[config.mk]
export PLATFORM = sky130hd
export DESIGN_NAME = uls_loopback_select
export DESIGN_NICKNAME = d
export VERILOG_FILES = /design/src/uls_rx_mux.v /design/src/uls_apb_if.v /design/src/uls_loopback_select.v
export VERILOG_INCLUDE_DIRS = /design/src
export SDC_FILE = /design/constraint.sdc
export NUM_CORES = 1
export LEC_CHECK = 0
export BUFFER_PORTS_ARGS = -buffer_cell sky130_fd_sc_hd__buf_2
export CAP_MARGIN = 20
export CORE_ASPECT_RATIO = 1.2
export CORE_UTILIZATION = 36
export CTS_BUF_LIST = sky130_fd_sc_hd__clkbuf_8
export CTS_CLUSTER_DIAMETER = 200
export DETAILED_ROUTE_END_ITERATION = 7
export GPL_TIMING_DRIVEN = 0
export PLACE_DENSITY = 0.92
export SLEW_MARGIN = 15
export SYNTH_ARGS = -nofsm -noshare
export SYNTH_HDL_FRONTEND = slang
export SYNTH_HIERARCHICAL = 1
export SYNTH_SLANG_ARGS = --single-unit
[constraint.sdc]
create_clock -name pclk -period 1.4 [get_ports pclk]
set_input_delay 0.07 -clock pclk [delete_from_list [all_inputs] [get_ports pclk]]
set_output_delay 0.07 -clock pclk [all_outputs]
set_load 0.005 [all_outputs]
[src/uls_consts.vh]
// Purpose: Constants for the serial loopback selector.
// Assumes: APB slave with 32-bit data and one register word.
// Notes: Offset is the printed address, which is not a multiple of four, so it is an index.
//
// Function
// RULE1: Loopback bit one routes the channel transmit output into its own receiver.
// RULE2: Loopback bit zero feeds the receiver from the channel external receive pin.
// RULE3: Independent bit per channel: bits 5,4 standalone ch1,ch0; bits 3..0 array ch3..0.
// RULE4: Reset clears the loopback select register to all zeros.
// RULE5: Register accepts single-bit writes and full byte-wide writes.
// RULE6: Software writes zero to reserved bits 7 and 6.
// RULE7: Loopback changes only that channel's receive source; transmit and others unaffected.
`ifndef ULS_CONSTS_VH
`define ULS_CONSTS_VH

// Printed offset kept as index; byte address is four times it.
`define ULS_LOOPBACK_INDEX     20'hF0079
`define ULS_LOOPBACK_ADDR      22'h3C01E4
// Bit-set and bit-clear alias registers, byte addresses.
`define ULS_BITSET_ADDR        22'h3C01E8
`define ULS_BITCLR_ADDR        22'h3C01EC
// Word indices of the two alias addresses, as seen on paddr[21:2].
`define ULS_BITSET_INDEX       20'hF007A
`define ULS_BITCLR_INDEX       20'hF007B
// Field layout.
`define ULS_CHANNELS           6
`define ULS_REG_WIDTH          8
`define ULS_FIELD_MASK         8'h3F
`define ULS_RESET_VALUE        8'h00
`define ULS_ZERO_WORD          32'h00000000
// Bit positions.
`define ULS_BIT_STD_CH1        5
`define ULS_BIT_STD_CH0        4

`endif

[src/uls_rx_mux.v]
// Purpose: Per-channel receive source selector.
// Assumes: Pins and transmit outputs are synchronous to pclk.
// Notes: Output is registered so the top drives receivers from flip-flops.
`timescale 1ns/1ps
`default_nettype none
module uls_rx_mux #(
    parameter CHANNELS = 6
) (
    // Clock and reset.
    input  wire                pclk,
    input  wire                presetn,
    // Select and sources.
    input  wire [CHANNELS-1:0] loop_sel,
    input  wire [CHANNELS-1:0] pin_rx,
    input  wire [CHANNELS-1:0] tx_shift_out,
    // Receive shift register inputs.
    output reg  [CHANNELS-1:0] rx_shift_in
);
    genvar g;
    generate
        for (g = 0; g < CHANNELS; g = g + 1) begin : g_ch
            // Each channel picks its own source; idle line is high at reset.
            always @(posedge pclk or negedge presetn) begin
                if (!presetn) begin
                    rx_shift_in[g] <= 1'b1;
                end else if (loop_sel[g]) begin
                    rx_shift_in[g] <= tx_shift_out[g]; // RULE1 RULE7
                end else begin
                    rx_shift_in[g] <= pin_rx[g]; // RULE2
                end
            end
        end
    endgenerate
endmodule // uls_rx_mux
`default_nettype wire

[src/uls_apb_if.v]
// Purpose: APB slave front end with one-wait-free decode.
// Assumes: APB3 signalling; pready answers in the access phase.
// Notes: Produces one-cycle access and write strobes plus three address hit decodes.
`include "uls_consts.vh"
`timescale 1ns/1ps
`default_nettype none
module uls_apb_if (
    // APB slave.
    input  wire        psel,
    input  wire        penable,
    input  wire        pwrite,
    input  wire [31:0] paddr,
    // Decoded strobes.
    output wire        acc,
    output wire        wr,
    output wire        hit_reg,
    output wire        hit_set,
    output wire        hit_clr
);
    // Decode the word address; low two bits ignored.
    assign acc     = psel & penable;
    assign wr      = acc & pwrite;
    assign hit_reg = (paddr[21:2] == `ULS_LOOPBACK_INDEX) && (paddr[31:22] == 10'h000);
    assign hit_set = (paddr[21:2] == `ULS_BITSET_INDEX) && (paddr[31:22] == 10'h000);
    assign hit_clr = (paddr[21:2] == `ULS_BITCLR_INDEX) && (paddr[31:22] == 10'h000);
endmodule // uls_apb_if
`default_nettype wire

[src/uls_loopback_select.v]
// Purpose: Loopback selector for six serial channels, reached over APB.
// Assumes: One clock pclk at 125 MHz; asynchronous active-low reset.
// Notes: Receivers are fed one pclk after their source, never combinationally.
//
// Chosen here: the APB interface to the registers.
`include "uls_consts.vh"
`timescale 1ns/1ps
`default_nettype none
module uls_loopback_select #(
    parameter CHANNELS = `ULS_CHANNELS
) (
    // Clock and reset.
    input  wire                pclk,
    input  wire                presetn,
    // APB slave.
    input  wire                psel,
    input  wire                penable,
    input  wire                pwrite,
    input  wire [31:0]         paddr,
    input  wire [31:0]         pwdata,
    input  wire [3:0]          pstrb,
    output reg  [31:0]         prdata,
    output reg                 pready,
    output reg                 pslverr,
    // External receive pins: array ch0..3 then standalone ch0..1.
    input  wire [CHANNELS-1:0] pin_rx,
    // Transmit shift register outputs, same order.
    input  wire [CHANNELS-1:0] tx_shift_out,
    // Receive shift register inputs, same order.
    output wire [CHANNELS-1:0] rx_shift_in,
    // Current select bits for the channel logic.
    output reg  [CHANNELS-1:0] loop_sel_out
);
    wire acc;
    wire wr;
    wire hit_reg;
    wire hit_set;
    wire hit_clr;
    reg  [`ULS_REG_WIDTH-1:0] serial_loopback_select;
    reg  [`ULS_REG_WIDTH-1:0] next_sel;
    reg  [`ULS_REG_WIDTH-1:0] wmask;

    uls_apb_if u_apb (
        .psel    (psel),
        .penable (penable),
        .pwrite  (pwrite),
        .paddr   (paddr),
        .acc     (acc),
        .wr      (wr),
        .hit_reg (hit_reg),
        .hit_set (hit_set),
        .hit_clr (hit_clr)
    );

    // Next register value: byte write, or masked bit-set/bit-clear aliases.
    always @* begin
        wmask    = pwdata[`ULS_REG_WIDTH-1:0] & `ULS_FIELD_MASK; // RULE6
        next_sel = serial_loopback_select;
        if (wr && hit_reg && pstrb[0]) begin
            next_sel = wmask; // RULE5
        end else if (wr && hit_set && pstrb[0]) begin
            next_sel = serial_loopback_select | wmask; // RULE5
        end else if (wr && hit_clr && pstrb[0]) begin
            next_sel = serial_loopback_select & ~wmask; // RULE5
        end
    end

    // Register and bus answers; zero-wait, unmapped access errors.
    always @(posedge pclk or negedge presetn) begin
        if (!presetn) begin
            serial_loopback_select <= `ULS_RESET_VALUE; // RULE4
            loop_sel_out           <= {CHANNELS{1'b0}};
            prdata                 <= `ULS_ZERO_WORD;
            pready                 <= 1'b0;
            pslverr                <= 1'b0;
        end else begin
            serial_loopback_select <= next_sel; // RULE3
            loop_sel_out           <= next_sel[CHANNELS-1:0];
            pready                 <= psel & ~penable;
            pslverr                <= psel & ~penable & ~(hit_reg | hit_set | hit_clr);
            if (psel && !penable && !pwrite && (hit_reg || hit_set || hit_clr)) begin
                prdata <= {24'h000000, serial_loopback_select};
            end else begin
                prdata <= `ULS_ZERO_WORD;
            end
        end
    end

    // Receive source selection per channel.
    uls_rx_mux #(
        .CHANNELS (CHANNELS)
    ) u_mux (
        .pclk         (pclk),
        .presetn      (presetn),
        .loop_sel     (serial_loopback_select[CHANNELS-1:0]), // RULE3 RULE7
        .pin_rx       (pin_rx),
        .tx_shift_out (tx_shift_out),
        .rx_shift_in  (rx_shift_in)
    );
endmodule // uls_loopback_select
`default_nettype wire

=== Word level (Yosys, flattened, before mapping) ===
Index checks and enable logic that the tools add are counted.

* Bits in registers: 48
* Input port bits: 85
* Output and inout bits: 46
* Logic and storage cells: 53

* Equal/unequal tests: 3
* Multiplexer cells: 10
* Bitwise logic cells: 11
* Reductions and logical operators: 18

{| class="wikitable"
|+ Operators with widths
! cell !! number
|-
| equality test 20 bit, second input constant || 3
|-
| two-way mux 8 bit || 4
|-
| logical AND 1 bit || 12
|-
| logical NOT 10 bit || 1
|-
| bitwise AND 8 bit || 1
|-
| NOT 6 -> 8 bit || 1
|-
| bitwise OR 8 x 6 -> 8 bit || 1
|-
| two-way mux 1 bit || 6
|-
| bitwise AND 1 bit || 4
|-
| nonzero test 3 bit || 1
|-
| logical NOT 1 bit || 2
|-
| logical OR 1 bit || 2
|-
| NOT 1 bit || 2
|-
| bitwise OR 1 bit || 2
|}

=== Longest topological paths before layout ===
* Depth in word-level cells: 7
* Mapped depth: 6
* Gate-level depth less buffers: 5

=== Cells and area by module ===
The synthesis kept the hierarchy.

{| class="wikitable"
|+ By module, submodules not included
! module !! instances !! cells an instance !! area an instance (µm²) !! sequential area each (µm²)
|-
| uls_loopback_select || 1 || 79 || 849.6 || 375.4
|-
| uls_rx_mux || 1 || 12 || 247.7 || 157.7
|-
| uls_apb_if || 1 || 17 || 118.9 || 0.0
|}

=== Worst setup path before layout ===
Ideal clock, no wire load.

* Path kind: input to register
* Start point: input port paddr[27]
* End point: register serial_loopback_select[0]
* Setup time: 0.134 ns
* Data arrival time: 1.682 ns
* Required time: 1.266 ns
* Slack: -0.416 ns
* Stages: 5
* Path buffers: 1
* Cells stage by stage: or4_4 nor4_1 buf_2 or3b_1 o211ai_1

* Elaborated cells between the ends (all ways): 13
* Those cells by class: mux (2); reduce/logical (11)

{| class="wikitable"
|+ RTL lines
! element !! RTL line !! source
|-
| from (decl) || uls_loopback_select.v:19 || <nowiki>input wire [31:0] paddr,</nowiki>
|-
| logical NOT 10 bit * || uls_apb_if.v:23 || <nowiki>assign hit_reg = (paddr[21:2] == `ULS_LOOPBACK_INDEX) && (paddr[31:22] == 10'h000);</nowiki>
|-
| logical AND 1 bit * || uls_apb_if.v:23 ||
|-
| net hit_reg || uls_loopback_select.v:36 || <nowiki>wire hit_reg;</nowiki>
|-
| logical AND 1 bit * (2 in series) || uls_loopback_select.v:59 || <nowiki>if (wr && hit_reg && pstrb[0]) begin</nowiki>
|-
| nonzero test 3 bit (no source line) / two-way mux 8 bit (equally long branches) || -- ||
|-
| to (signal assigned) || uls_loopback_select.v:71 || <nowiki>serial_loopback_select <= `ULS_RESET_VALUE;</nowiki>
|-
| to (signal assigned) || uls_loopback_select.v:77 || <nowiki>serial_loopback_select <= next_sel;</nowiki>
|-
| to (decl) || uls_loopback_select.v:39 || <nowiki>reg [`ULS_REG_WIDTH-1:0] serial_loopback_select;</nowiki>
|}

Mark *: on every way through the listed nets, which the timed path passes. The rest lies on a longest branch.
A chain may end at the register's enable or synchronous reset.

=== Final worst setup path ===
* Start point: input port paddr[28]
* End point: register serial_loopback_select[4]

Same word-level chain as after synthesis.

==> qor.yml <==
floorplan:
  die_area_sq_um: 3600
  die_x_um: 54.9
  initial_core_util_pct: 38.6
  ios: 131
  dieHeight_um: 65.5
  num_rows: 22
  coreArea_sq_um: 3140
timing:
  fin_ws_ns: -0.00222
  finalCritPeriodShare_pct: 100
  final-hold-violation-count: 0
  fin_tns_setup_ns: -0.00222
  setup_viol: 1
  rsz0062_at_grt: "true"
  hold_slack_ns: 0.0365
  slew_viol_final: 0
  max_freq_mhz: 713
  period_needed_ns: 1.40
  fin_skew_ns: 0.00289
final_layout:
  area_growth_pct: 62.8
  final_nets: 305
  fill_cells: 268
  drive_gt1_share_pct: 66.2
  finalInstanceArea_sq_um: 1970
  n_antenna_cell: 0
job:
  drv_cap: 0
drt:
  dr.pass1.iters: 3
  wl_per_cell_um: 11.2
  finalWirelength_mm: 2.86
  drtIter0Drc: 14
  drc: 0
  vias_per_cell: 4.57
  postRouteAntennaNets: 0
  num_vias: 1165
logic_synthesis:
  syn_area_per_cell_sq_um: 11.3
  synth_cells: 107
  yosysWarnings: 6
  syn-cell-area_sq_um: 1210
placed_design:
  dp_hpwl_mm: 2.17
  io_buffers: 75
  place_congestion: 0.734
  post-place-ws_ns: -0.424
  place_area_sq_um: 1790
clock_tree:
  cts_buffers: 3
  cts_tree: "built"
  cts_sinks: 21
  h-tree-depth: 1
  ctsRootBufferMaster: "clkbuf_8"
  clock_latency_ns: 0.26
  clk_path_buf_depth: 2
  clk_pin_slew_ns: 0.07
grt:
  grt_overflow: 0
  grt_max_degree: 22
  grt_antenna_before_repair: 0
  grt_pass1_vias: 1055
  track_usage_pct: 16.4
  grt_first_pass_wirelength_mm: 4.22
critical_path:
  r2r_start: "serial_loopback_select[4]$_DFFE_PN0P_"
  worst-path-max-fanout: 6
  crit_path_start: "paddr[28]"
  slowest_delay_ns: 0.56
  cp.arrival_ns: 1.53
  critPathKind: "in2reg"
  start_kind: "primary input"
  rrSetupSlack_ns: 0.31
  cp_slowest_cell: "or4_4"
  path_cells: "buf_6, or4_4, nor4_4, buf_4, o311a_4, o211ai_1"
  worstPathRequired_ns: 1.53
  cp-end-kind: "register"
min_path:
  hold_path_startpoint: "tx_shift_out[4]"
  holdCritPathClass: "in2reg"
run_status:
  status: "finished, violations left"
  violations: "setup timing"
power:
  ir_worst_vdd_uv: 554
  leakagePower_uw: 0.00109
  powerDensity_nw_per_um2: 636
## worst max-delay path: cells and delay by family
kind / cells / cell delay [ns]
buffers and inverters: 2 / 0.28
AOI/OAI and AO/OA: 2 / 0.31
and+or+nand+nor: 2 / 0.87
## worst paths after layout
check / depth (start not counted) / end
worst max-delay path: 6 / serial_loopback_select[4]$_DFFE_PN0P_
max in group asynchronous: 2 / u_mux/rx_shift_in[0]$_DFF_PN1_
worst min-delay path: 2 / u_mux/rx_shift_in[4]$_DFF_PN1_
worst min register to register: 1 / u_mux/rx_shift_in[5]$_DFF_PN1_
worst max register to register: 2 / serial_loopback_select[4]$_DFFE_PN0P_
min in group asynchronous: 2 / serial_loopback_select[2]$_DFFE_PN0P_
## cell usage in the layout, fill, tap and decap left out
master / instances
dfstp_2: 6
buf_2: 75
and2_1: 1
nor3_4: 1
clkbuf_8: 3
buf_4: 34
nand4_1: 2
or3b_1: 5
nand2_1: 1
o311a_4: 1
nor3_2: 6
buf_6: 2
and3_1: 1
o2111ai_1: 6
nor4_4: 2
inv_1: 7
conb_1: 25
nor4b_4: 1
nor4_2: 3
dfrtp_1: 15
or4_4: 1
nand2b_1: 2
and2b_1: 1
o211ai_1: 6
nor2b_1: 1
dlygate4sd3_1: 1
or3b_2: 2
mux2_4: 6
nor4bb_4: 2
## sequential cells by signal, summed over array words and instances, names as in the netlist
name and count:
u_mux/rx_shift_in 6, pslverr 1, pready 1, prdata 7
serial_loopback_select 6
## routing by layer
metal | up-vias | part of all wire [%] | global-route usage, %
met1 | 525 | 38 | 17.8
li1 | 563 | - | -
met4 | 0 | 1.9 | 9.38
met2 | 73 | 51 | 28.2
met3 | 4 | 9.7 | 3.24
met5 | - | 0 | 0
## report_power, final
group	switching (uW)	internal, uW
registers	2.93	626
clock network	187	195
logic	96.7	145
total	287	967
## final cells by class
type / count / area, sq um / area share [%]
Multi-Input combinational cell: 76 / 661 / 33.5
Sequential cell: 21 / 533 / 27.1
Timing Repair Buffer: 84 / 452 / 22.9
Buffer: 28 / 211 / 10.7
Tap cell: 36 / 45.0 / 2.29
Clock buffer: 3 / 41.3 / 2.10
Inverter: 6 / 22.5 / 1.14
Clock inverter: 1 / 3.75 / 0.191
## repair_timing
| action | 4_1_cts | 5_1_grt |
|---|---|---|
| buffers inserted | 6 | 2 |
| gates resized for setup | 1 | 10 |
| endpoints found under the hold margin | 15 | 0 |
| endpoints found under the setup margin | 11 | 13 |
| hold buffers | 1 | 0 |
| pin swaps | 5 | 1 |
## metrics by stage
step,total power [uW],cells,util [%]
after floorplan,751,131,-
after global placement,855,242,56.9
after detailed placement,861,242,56.9
after CTS,1250,253,60.3
after global routing,1320,255,62.8
final,1250,255,62.8
No activity file was read; power rests on OpenSTA's default activity.
